--- src/hw/capc_pkg.sv ---
/*
  Package for the core activity and power control block: APB register map,
  field positions, reset values, activity-state enumeration.
  Assumes a 32-bit APB slave with word-aligned registers.
*/
package capc_pkg;

  // ------------------------------------------------------------------
  // register map (byte addresses)
  // ------------------------------------------------------------------
  localparam logic [7:0] ADDR_CTRL   = 8'h00;
  localparam logic [7:0] ADDR_STATUS = 8'h04;
  localparam logic [7:0] ADDR_CYC_LO = 8'h08;
  localparam logic [7:0] ADDR_CYC_HI = 8'h0C;
  localparam logic [7:0] ADDR_DBGCMD = 8'h10;

  // ------------------------------------------------------------------
  // ctrl fields
  // ------------------------------------------------------------------
  localparam int CTRL_STOPCOUNT = 0;
  localparam int CTRL_FW_HALT   = 1;
  localparam logic [1:0] CTRL_RESET = 2'h0;

  // ------------------------------------------------------------------
  // debug command fields (write-one pulses)
  // ------------------------------------------------------------------
  localparam int DBG_HALT   = 0;
  localparam int DBG_RESUME = 1;
  localparam int DBG_STEP   = 2;
  localparam int DBG_BRKPT  = 3;
  localparam int DBG_TRIG   = 4;

  // ------------------------------------------------------------------
  // status fields
  // ------------------------------------------------------------------
  localparam int ST_HALT    = 0;
  localparam int ST_DEBUG   = 1;
  localparam int ST_QUIET   = 2;
  localparam int ST_STEPPING = 3;

  localparam logic [63:0] CYCLE_RESET = 64'h0;
  localparam int SYNC_STAGES = 2;

  typedef enum logic [1:0] {
    ST_RUNNING,
    ST_QUIESCE,
    ST_PWR_HALT,
    ST_DBG_HALT
  } capc_state_t;

endpackage : capc_pkg

--- src/hw/capc_if.sv ---
/*
  Interface joining the synchroniser bank to the activity controller.
  Assumes both ends run on the same core clock.
*/
`timescale 1ns/10ps
interface capc_sync_if;
  logic halt_req_raw;
  logic run_req_raw;
  logic mpc_halt_raw;
  logic mpc_run_raw;
  logic halt_req_s;
  logic run_req_s;
  logic mpc_halt_s;
  logic mpc_run_s;

  modport sync (input halt_req_raw, run_req_raw, mpc_halt_raw, mpc_run_raw,
                output halt_req_s, run_req_s, mpc_halt_s, mpc_run_s);
  modport ctl  (output halt_req_raw, run_req_raw, mpc_halt_raw, mpc_run_raw,
                input halt_req_s, run_req_s, mpc_halt_s, mpc_run_s);
endinterface : capc_sync_if

--- src/hw/capc_top.sv ---
/*
  Core activity and power control: running, debug halt and power/firmware
  halt states, four-phase handshakes with the power unit, unacknowledged halt/run requests from the multi-core
  controller, cycle counter gating, APB register access.
  Assumes asynchronous request inputs and a core that reports quiescence.
*/
// Chosen here: the register addresses and the APB interface to the registers.
// Function
// - halt status high only in power/firmware halt state.
// - debug status high in debug halt, including during single-step resume.
// - cycle counter counts while running, frozen in power halt.
// - in debug halt the counter counts unless stop-count bit is set.
// - debug halt actions win over power or firmware halt.
// - power halt ignored in debug mode, honored on exit if still held.
// - no firmware halt in debug mode, none pending across exit.
// - debug entry on halt, step, breakpoint, trigger or controller halt.
// - debug exit only on plain resume or controller run.
// - debug halt is the only halted state in debug mode.
// - debug entry overrides any power request in progress.
// - incoming handshake requests are synchronised to the core clock.
// - all power control and status signals are active high.
// - halt request: quiesce, halt, ack until request drops.
// - request for the current state gets no acknowledge.
// - quiesced means no issue and no outstanding core bus traffic.
`timescale 1ns/10ps
module capc_top (
  // clock and reset
  input  wire logic        clk,
  input  wire logic        sys_rst,
  // apb slave
  input  wire logic        psel,
  input  wire logic        penable,
  input  wire logic        pwrite,
  input  wire logic [7:0]  paddr,
  input  wire logic [31:0] pwdata,
  output logic      [31:0] prdata,
  output logic             pready,
  output logic             pslverr,
  // power unit handshake
  input  wire logic        cpu_halt_req,
  input  wire logic        cpu_run_req,
  output logic             cpu_halt_ack,
  output logic             cpu_run_ack,
  output logic             cpu_halt_status,
  // multi-core controller
  input  wire logic        mpc_halt_req,
  input  wire logic        mpc_run_req,
  output logic             debug_mode_status,
  // core pipeline
  input  wire logic        core_idle,
  input  wire logic        bus_outstanding,
  output logic             issue_stall,
  output logic             clk_gate_en
);

  capc_sync_if sif ();

  assign sif.halt_req_raw = cpu_halt_req;
  assign sif.run_req_raw  = cpu_run_req;
  assign sif.mpc_halt_raw = mpc_halt_req;
  assign sif.mpc_run_raw  = mpc_run_req;

  capc_sync u_sync (
    .clk     (clk),
    .sys_rst (sys_rst),
    .sif     (sif)
  );

  // ------------------------------------------------------------------
  // apb decode
  // ------------------------------------------------------------------
  wire apb_acc   = psel && penable;
  wire apb_wr    = apb_acc && pwrite;
  wire hit_ctrl  = (paddr == capc_pkg::ADDR_CTRL);
  wire hit_stat  = (paddr == capc_pkg::ADDR_STATUS);
  wire hit_lo    = (paddr == capc_pkg::ADDR_CYC_LO);
  wire hit_hi    = (paddr == capc_pkg::ADDR_CYC_HI);
  wire hit_dbg   = (paddr == capc_pkg::ADDR_DBGCMD);
  wire hit_any   = hit_ctrl | hit_stat | hit_lo | hit_hi | hit_dbg;
  wire dbg_wr    = apb_wr && hit_dbg;
  wire [31:0] dbg_cmd = dbg_wr ? pwdata : 32'h0000_0000;

  logic [1:0]  ctrl_reg;
  logic [63:0] cycle_reg;
  logic        step_reg;
  capc_pkg::capc_state_t state_reg;
  capc_pkg::capc_state_t state_next;
  logic        core_dbg_reg;
  logic        mpc_dbg_reg;
  logic        halt_ack_reg;
  logic        run_ack_reg;

  wire stopcount = ctrl_reg[capc_pkg::CTRL_STOPCOUNT];
  wire fw_halt   = ctrl_reg[capc_pkg::CTRL_FW_HALT];
  wire in_debug  = (state_reg == capc_pkg::ST_DBG_HALT);

  // ------------------------------------------------------------------
  // debug entry and exit decode
  // ------------------------------------------------------------------
  // a bare step from running halts like any other debug action
  wire dbg_halt_act = dbg_cmd[capc_pkg::DBG_HALT] | dbg_cmd[capc_pkg::DBG_STEP]
                    | dbg_cmd[capc_pkg::DBG_BRKPT] | dbg_cmd[capc_pkg::DBG_TRIG]
                    | step_reg;
  wire mpc_enter    = sif.mpc_halt_s && !mpc_dbg_reg;
  wire dbg_enter    = !in_debug && (dbg_halt_act || mpc_enter);
  // step requested while in debug resumes for one instruction then re-halts
  wire step_resume  = dbg_cmd[capc_pkg::DBG_RESUME] && dbg_cmd[capc_pkg::DBG_STEP];
  wire core_resume  = core_dbg_reg && dbg_cmd[capc_pkg::DBG_RESUME]
                    && !dbg_cmd[capc_pkg::DBG_STEP];
  wire mpc_resume   = mpc_dbg_reg && sif.mpc_run_s;
  // stay halted while the other source still holds the core
  wire core_left    = core_dbg_reg && !core_resume && !step_resume;
  wire mpc_left     = mpc_dbg_reg && !mpc_resume;
  wire dbg_exit     = in_debug && (core_resume || mpc_resume || step_resume)
                    && !core_left && !mpc_left;
  wire quiesced     = core_idle && !bus_outstanding;
  wire pwr_halt_go  = sif.halt_req_s || fw_halt;

  // ------------------------------------------------------------------
  // activity state machine
  // ------------------------------------------------------------------
  always_comb begin
    state_next = state_reg;
    if (dbg_enter) begin
      state_next = capc_pkg::ST_DBG_HALT;
    end else begin
      case (state_reg)
        capc_pkg::ST_RUNNING: begin
          if (pwr_halt_go && !halt_ack_reg) begin
            state_next = capc_pkg::ST_QUIESCE;
          end
        end
        capc_pkg::ST_QUIESCE: begin
          if (quiesced) begin
            state_next = capc_pkg::ST_PWR_HALT;
          end
        end
        capc_pkg::ST_PWR_HALT: begin
          if (sif.run_req_s && !run_ack_reg) begin
            state_next = capc_pkg::ST_RUNNING;
          end
        end
        capc_pkg::ST_DBG_HALT: begin
          // power requests are not looked at here, only debug exit
          if (dbg_exit) begin
            state_next = capc_pkg::ST_RUNNING;
          end
        end
        default: state_next = capc_pkg::ST_RUNNING;
      endcase
    end
  end

  always_ff @(posedge clk or posedge sys_rst) begin
    if (sys_rst) begin
      state_reg <= capc_pkg::ST_RUNNING;
    end else begin
      state_reg <= state_next;
    end
  end

  // ------------------------------------------------------------------
  // debug source bits, cleared on exit
  // ------------------------------------------------------------------
  wire core_dbg_next = (state_next == capc_pkg::ST_DBG_HALT)
                     && (core_dbg_reg || dbg_halt_act) && !core_resume && !step_resume;
  wire mpc_dbg_next  = (state_next == capc_pkg::ST_DBG_HALT)
                     && (mpc_dbg_reg || sif.mpc_halt_s) && !mpc_resume;

  always_ff @(posedge clk or posedge sys_rst) begin
    if (sys_rst) begin
      core_dbg_reg <= 1'b0;
      mpc_dbg_reg  <= 1'b0;
      step_reg     <= 1'b0;
    end else begin
      core_dbg_reg <= core_dbg_next;
      mpc_dbg_reg  <= mpc_dbg_next;
      step_reg     <= in_debug && step_resume && !mpc_dbg_reg;
    end
  end

  // ------------------------------------------------------------------
  // power unit handshake acknowledges
  // ------------------------------------------------------------------
  wire halt_ack_set = sif.halt_req_s && (state_reg == capc_pkg::ST_QUIESCE)
                    && (state_next == capc_pkg::ST_PWR_HALT);
  wire halt_ack_nxt = halt_ack_set || (halt_ack_reg && sif.halt_req_s);
  wire run_ack_set  = sif.run_req_s && (state_reg == capc_pkg::ST_PWR_HALT)
                    && (state_next == capc_pkg::ST_RUNNING);
  wire run_ack_nxt  = run_ack_set || (run_ack_reg && sif.run_req_s);

  always_ff @(posedge clk or posedge sys_rst) begin
    if (sys_rst) begin
      halt_ack_reg <= 1'b0;
      run_ack_reg  <= 1'b0;
    end else begin
      halt_ack_reg <= halt_ack_nxt;
      run_ack_reg  <= run_ack_nxt;
    end
  end

  // ------------------------------------------------------------------
  // control register; firmware halt self-clears on entering halt
  // ------------------------------------------------------------------
  logic [1:0] ctrl_next;
  always_comb begin
    ctrl_next = ctrl_reg;
    if (apb_wr && hit_ctrl) begin
      ctrl_next[capc_pkg::CTRL_STOPCOUNT] = pwdata[capc_pkg::CTRL_STOPCOUNT];
      // firmware cannot halt from debug mode
      ctrl_next[capc_pkg::CTRL_FW_HALT] = pwdata[capc_pkg::CTRL_FW_HALT] && !in_debug;
    end
    // no firmware halt survives debug or a completed halt
    if ((state_next == capc_pkg::ST_DBG_HALT) || (state_next == capc_pkg::ST_PWR_HALT)) begin
      ctrl_next[capc_pkg::CTRL_FW_HALT] = 1'b0;
    end
  end

  always_ff @(posedge clk or posedge sys_rst) begin
    if (sys_rst) begin
      ctrl_reg <= capc_pkg::CTRL_RESET;
    end else begin
      ctrl_reg <= ctrl_next;
    end
  end

  // ------------------------------------------------------------------
  // cycle counter
  // ------------------------------------------------------------------
  wire cyc_inc = (state_reg == capc_pkg::ST_RUNNING) || (state_reg == capc_pkg::ST_QUIESCE)
               || (in_debug && !stopcount);
  logic [63:0] cycle_next;
  always_comb begin
    cycle_next = cyc_inc ? cycle_reg + 64'h1 : cycle_reg;
    if (apb_wr && hit_lo) begin
      cycle_next[31:0] = pwdata;
    end
    if (apb_wr && hit_hi) begin
      cycle_next[63:32] = pwdata;
    end
  end

  always_ff @(posedge clk or posedge sys_rst) begin
    if (sys_rst) begin
      cycle_reg <= capc_pkg::CYCLE_RESET;
    end else begin
      cycle_reg <= cycle_next;
    end
  end

  // ------------------------------------------------------------------
  // apb read path, no wait states
  // ------------------------------------------------------------------
  wire [31:0] stat_word = {28'h0000000, step_reg, quiesced, debug_mode_status, cpu_halt_status};
  wire [31:0] rd_mux = hit_ctrl ? {30'h0, ctrl_reg}
                     : hit_stat ? stat_word
                     : hit_lo   ? cycle_reg[31:0]
                     : hit_hi   ? cycle_reg[63:32]
                     : 32'h0000_0000;

  always_ff @(posedge clk or posedge sys_rst) begin
    if (sys_rst) begin
      prdata  <= 32'h0000_0000;
      pready  <= 1'b0;
      pslverr <= 1'b0;
    end else begin
      pready  <= psel && !penable;
      prdata  <= (psel && !penable && !pwrite) ? rd_mux : prdata;
      pslverr <= psel && !penable && !hit_any;
    end
  end

  // ------------------------------------------------------------------
  // status outputs, registered from next state
  // ------------------------------------------------------------------
  always_ff @(posedge clk or posedge sys_rst) begin
    if (sys_rst) begin
      cpu_halt_status   <= 1'b0;
      debug_mode_status <= 1'b0;
      cpu_halt_ack      <= 1'b0;
      cpu_run_ack       <= 1'b0;
      issue_stall       <= 1'b0;
      clk_gate_en       <= 1'b0;
    end else begin
      cpu_halt_status   <= (state_next == capc_pkg::ST_PWR_HALT);
      debug_mode_status <= (state_next == capc_pkg::ST_DBG_HALT)
                           || (step_resume && in_debug);
      cpu_halt_ack      <= halt_ack_nxt;
      cpu_run_ack       <= run_ack_nxt;
      issue_stall       <= (state_next != capc_pkg::ST_RUNNING);
      // gating never reaches the synchroniser bank
      clk_gate_en       <= (state_next == capc_pkg::ST_PWR_HALT);
    end
  end

endmodule : capc_top

--- src/hw/capc_sync.sv ---
/*
  Two-flop synchronisers for the asynchronous request inputs.
  Assumes clk is never gated here, so a wake request is always seen.
*/
`timescale 1ns/10ps
module capc_sync (
  // clock and reset
  input wire logic clk,
  input wire logic sys_rst,
  // request bundle
  capc_sync_if.sync sif
);

  logic [3:0] raw;
  wire  [3:0] sync_bits;

  assign raw = {sif.mpc_run_raw, sif.mpc_halt_raw, sif.run_req_raw, sif.halt_req_raw};

  // ------------------------------------------------------------------
  // one generate loop, one synchroniser per request
  // ------------------------------------------------------------------
  for (genvar i = 0; i < 4; i++) begin : g_sync
    // per-stage flops local to the loop, so each process owns its own variables
    logic meta_reg;
    logic sync_reg;
    always_ff @(posedge clk or posedge sys_rst) begin
      if (sys_rst) begin
        meta_reg <= 1'b0;
        sync_reg <= 1'b0;
      end else begin
        meta_reg <= raw[i];
        sync_reg <= meta_reg;
      end
    end
    assign sync_bits[i] = sync_reg;
  end

  assign sif.halt_req_s = sync_bits[0];
  assign sif.run_req_s  = sync_bits[1];
  assign sif.mpc_halt_s = sync_bits[2];
  assign sif.mpc_run_s  = sync_bits[3];

endmodule : capc_sync

--- config.mk ---
export PLATFORM = sky130hd
export DESIGN_NAME = capc_top
export DESIGN_NICKNAME = d
export VERILOG_FILES = /design/src/hw/capc_pkg.sv /design/src/hw/capc_if.sv /design/src/hw/capc_top.sv /design/src/hw/capc_sync.sv
export SDC_FILE = /design/constraint.sdc
export NUM_CORES = 1
export LEC_CHECK = 0
export CORE_MARGIN = 8
export CORE_UTILIZATION = 40
export CTS_CLUSTER_DIAMETER = 150
export DETAILED_ROUTE_END_ITERATION = 16
export DONT_BUFFER_PORTS = 1
export SYNTH_ARGS = -nofsm -noshare
export SYNTH_HDL_FRONTEND = slang
export SYNTH_SLANG_ARGS = --single-unit
--- constraint.sdc ---
create_clock -name clk -period 4.9 [get_ports clk]
set_input_delay 0.49 -clock clk [delete_from_list [all_inputs] [get_ports clk]]
set_output_delay 0.49 -clock clk [all_outputs]
set_load 0.05 [all_outputs]
# Word level (Yosys, flattened, before mapping)
# Cells that the tools add are included.
dict set report totals {
  elab_cells 131
  inputBits 51
  ramBits 0
  latchBits 0
  ff_bits 118
  mem_count 0
  romBits 0
}
dict set report classes {
  eq_ne 9
  add_sub_neg 1
  n_bitwise 8
  n_reduce_logical 73
  shifts 0
  mux 16
  n_lt_le_gt_ge 0
  div_mod_pow 0
  n_mul 0
}
# operator n
set op_table {}
lappend op_table {{$mux 32} 6}
lappend op_table {{$add 64x1->64 const B} 1}
lappend op_table {{$mux 64} 1}
lappend op_table {{$logic_and 1x1->1} 39}
lappend op_table {{$eq 8x4->1 const B} 2}
lappend op_table {{$logic_not 1->1} 15}
lappend op_table {{$logic_or 1x1->1} 12}
lappend op_table {{$mux 2} 6}
lappend op_table {{$eq 2x2->1 const B} 4}
lappend op_table {{$eq 8x3->1 const B} 1}
lappend op_table {{$eq 8x5->1 const B} 1}
lappend op_table {{$logic_not 8->1} 1}
lappend op_table {{$or 1x1->1} 8}
lappend op_table {{$pmux 2 s4} 1}
lappend op_table {{$reduce_bool 2->1} 4}
lappend op_table {{$mux 5} 1}
lappend op_table {{$logic_not 2->1} 2}
lappend op_table {{$eq 2x1->1 const B} 1}
lappend op_table {{$mux 1} 1}

# Logic depth before layout (Yosys ltp)
dict set report logic_depth {
  word_depth 19
  depth_mapped 7
}

# Cells and area by module
# From an unflattened synthesis, not the netlist that was laid out.
dict set report unflattened {
  cells_unflattened 655
  area_unflattened_um2 6039.5
}
# mod instances area_per_inst_um2 cells_each
set by_module_without_submodules {}
lappend by_module_without_submodules {capc_top 1 5835.6 646}
lappend by_module_without_submodules {capc_sync 1 203.9 9}

# Worst setup path after synthesis
# No wires, ideal clock.
dict set report synth_path {
  path_type {reg-to-reg}
  startpoint {register state_reg[1]}
  endpoint {register cycle_reg[44]}
  arrival_ps 2158
  slack_ps 2660
  stages_incl_launch_ff 8
  period_less_slack_ps 2240
  cell_sequence {dfrtp_1 > clkbuf_1 > inv_1 > o2111ai_4 > or4_4 > buf_6 > or4_1 > a31oi_1}
}
dict set report synth_via {
  elab_chain_cells 4
  elab_cells_between_ends 7
  classes_between {eq/ne (2); reduce/logical (5)}
}
# element line_no
set synth_rtl {}
lappend synth_rtl {{start, declared} capc_top.sv:86} ;# capc_pkg::capc_state_t state_reg;
lappend synth_rtl {{start signal, assigned} capc_top.sv:156} ;# state_reg <= capc_pkg::ST_RUNNING;
lappend synth_rtl {{start signal, assigned} capc_top.sv:158} ;# state_reg <= state_next;
lappend synth_rtl {{$eq 2x1->1, or another cell as far along} capc_top.sv:230} ;# wire cyc_inc = (state_reg == capc_pkg::ST_RUNNING) || (state_reg == capc_pkg::ST_QUIESCE)
lappend synth_rtl {{$logic_or 1x1->1 or $logic_and 1x1->1 (tied branches)} {capc_top.sv:230, capc_top.sv:231}}
lappend synth_rtl {{$logic_or 1x1->1 (*)} capc_top.sv:231} ;# || (in_debug && !stopcount);
lappend synth_rtl {{$reduce_bool 2->1 (no line) (*)} --}
lappend synth_rtl {{end signal, assigned} capc_top.sv:245} ;# cycle_reg <= capc_pkg::CYCLE_RESET;
lappend synth_rtl {{end signal, assigned} capc_top.sv:247} ;# cycle_reg <= cycle_next;
lappend synth_rtl {{end, declared} capc_top.sv:84} ;# logic [63:0] cycle_reg;
# Mark *: on every way between the ends. The rest lies on a longest branch, timed or not.
# A chain may end at the register's enable or synchronous reset.

# Final worst setup path
dict set report layout_path {
  startpoint {register cycle_reg[15]}
  endpoint {register cycle_reg[45]}
}
dict set report layout_via {
  elab_chain_cells 3
}
# element line_no
set layout_rtl {}
lappend layout_rtl {{$add 64x1->64} capc_top.sv:234} ;# cycle_next = cyc_inc ? cycle_reg + 64'h1 : cycle_reg;
lappend layout_rtl {{$mux 64} capc_top.sv:234}
lappend layout_rtl {{$mux 32} capc_top.sv:238} ;# if (apb_wr && hit_hi) begin
# Every way passes these cells. The select of a mux whose other input is x is not followed.

==> impl_metrics.toml <==
[yosys]
synth.area.top_cells = "dfrtp_1, nand2_1, mux2i_1, nor2_1, o21ai_0"
netlist_top_cells_count = "dfrtp_1, nand2_1, nor2_1, o21ai_0, a21oi_1"
synth-edff-count = 0
synthesis.area_um2 = 6265
yosysSeqAreaShare_pct = 47.13
syn-num-nets = 736
yosysWarningCount = 0
synth_seq_cells = 118
synth_top_area_cell = "dfrtp_1"
synth.distinct_cells = 57
synthFlopType = "dfrtp_1"
synth_top_cell_area_share_pct = 47.13
netlist_instances = 684
async_flop_share_pct = 100.0
yosysMostFrequentCell = "dfrtp_1"
syn_area_per_cell_um2 = 9.159

[floorplanning]
ios = 91
fp.dieH_um = 141.1
core_area_um2 = 15260
die_area_um2 = 19920
rows = 45
die_w_um = 141.1
start_util_pct = 41.06

[grt]
top_usage_layer = "met2"
use_met1_pct = 23.80
grt_first_pass_wirelength_mm = 28.88
grt_max_degree = 79
grt_pass1_vias = 5160
grt-ovfl-total = 0
grt_use_met2_pct = 28.51
antenna_found_initial = 0
grt_usage_pct = 18.55
use_met3_pct = 5.841

[clock_network]
cts-root-buf = "clkbuf_16"
clockBufferDepth = 2
clk_latency_ps = 430
hold_buffers = 0
clock-sinks = 118
cts_buffers = 17
ctsHtreeMaxLevel = 4
post_cts_resize_count = 0
post_cts_buffers = 0
cts_tree = "done"
path_clk_slew_ps = 50

[timing]
rsz0062_at_grt = "false"
fmax_mhz = 345.8
finalCriticalPeriod_ps = 2892
setup_viol = 0
tightestPinTransition_ps = 1202
setup_tns_ps = 0
timing_hold_violations_final = 0
slew_headroom_pct = 19.60
drv_slew = 0
fin_crit_sh_pct = 59.01
clock_skew_ps = 8.947

[pwr]
vdd_drop_max_mv = 0.2532
p_per_area_nw_per_um2 = 413.1
p_total_mw = 2.907
p_leak_nw = 2.842

[route]
routed_wl_mm = 17.85
drt-wirelength-per-cell_um = 19.92
drc = 0
num_vias = 5291
drtAntennaViolNets = 0
drtIter0Drc = 392
firstDrtPassIters = 5
via_per_inst = 5.905

[setup_path]
critPathBufInv = 0
critPathArrivalTime_ps = 3240
critPathMaxFanout = 19
critPathSlowestCell = "or4_1"
regToRegStartpoint = "cycle_reg[15]"
critPathMaxStageDelay_ps = 740
critPathCaptureType = "register"
critPathLaunchType = "register"
crit_chain = "nand4_1 > a2111oi_2 > nand4_1 > or4_1 > a31oi_1"
cp_top_family = "simple AND/OR/NAND/NOR gates"
cpMostUsedCell = "nand4_1"
worstSetupPathType = "register to register"
cp.required_ps = 5250
worstSetupStartpoint = "cycle_reg[15]"

[place]
port_buffers = 0
gp_congestion = 0.8950
dp_hpwl_mm = 12.50

[finish]
drive_above_1_share_pct = 7.883
final-seq-area_um2 = 2953
fin_nets = 724
n_antenna_cell = 0
area_growth_pct = 12.34
multi_input_area_um2 = 3122
fillers = 1458
largest_register_ffs = 64

[hold_path]
worstHoldStart = "mpc_run_req"
holdCritPathClass = "primary input to register"

[flow_run]
max_cap_viol_count = 0

[outcome]
outcome = "finished clean"
final cells by class:
cell class / instances / share of cell area (%)
multi-input cells: 519 / 44.36
clock inverters: 9 / 2.098
flip-flops and latches: 118 / 41.96
repair buffers: 3 / 0.3200
clock buffers: 23 / 6.791
inverters: 13 / 0.7289
well taps: 211 / 3.751
stage by stage:
stage / instance area [um2] / hold WS, ps / setup slack (ps) / util (%) / std cells
after floorplan: 6265 / 331.2 / 1281 / - / 684
after global placement: 6412 / 336.3 / 2173 / 42.03 / 864
after detailed placement: 6412 / 337.8 / 2071 / 42.03 / 864
after CTS: 7038 / 71.76 / 2034 / 46.13 / 896
after global routing: 7038 / 76.78 / 1750 / 46.13 / 896
final: 7038 / 93.67 / 2008 / 46.13 / 896
final timing paths:
check | endpoint | slack (ps) | cells past startpoint
hold / removal | u_sync.g_sync[3].meta_reg | 90 | 0
hold reg to reg | u_sync.sif.mpc_halt_s | 350 | 0
max in group asynchronous | pready | 3610 | 2
setup / recovery | cycle_reg[45] | 2010 | 5
setup reg to reg | cycle_reg[45] | 2010 | 5
min in group asynchronous | prdata[0] | 170 | 1
layer usage:
layer | wire (um) | up-vias | share of wire, %
met2 | 8283 | 189 | 46
met3 | 1462 | 30 | 8.2
met4 | 373 | 0 | 2.1
met5 | 0 | - | 0
met1 | 7733 | 2602 | 43
li1 | - | 2470 | -
cell usage in the layout (no fill, tap or decap), types with 4 or more instances in the layout:
| cell | netlist | final |
|---|---|---|
| or4_1 | 14 | 14 |
| a31oi_1 | 26 | 26 |
| clkinv_2 | 0 | 4 |
| nor2b_1 | 4 | 4 |
| nand2_1 | 85 | 84 |
| xnor2_1 | 23 | 23 |
| xor2_1 | 10 | 10 |
| o21ai_0 | 55 | 55 |
| dfrtp_1 | 118 | 118 |
| o31ai_1 | 13 | 13 |
| or3_1 | 15 | 15 |
| and2_1 | 6 | 6 |
| inv_1 | 13 | 12 |
| nand4_1 | 14 | 14 |
| nor4_1 | 8 | 8 |
| clkbuf_16 | 0 | 17 |
| and3_1 | 7 | 7 |
| a21oi_1 | 36 | 36 |
| nor3_1 | 14 | 14 |
| nor2_1 | 75 | 75 |
| nand3_1 | 27 | 27 |
| mux2i_1 | 29 | 29 |
| bufinv_16 | 0 | 4 |
| and4_1 | 8 | 8 |
| nand2b_1 | 4 | 4 |
report_power, final:
part	switching, mW	leakage, nW	internal [mW]
combinational	0.228	1.10	0.143
sequential	0.159	1.44	1.05
clock	0.443	0.307	0.887
kinds of logic after synthesis:
family,share of synthesized area (%)
AND/OR/NAND/NOR,24.29
AO/OA/AOI/OAI,14.80
flip-flops,47.13
buffers and inverters,3.076
multiplexers,5.892
XOR/XNOR,4.613
adder cells (fa/ha/maj),0.1997
Power figures use the tool's default switching activity.
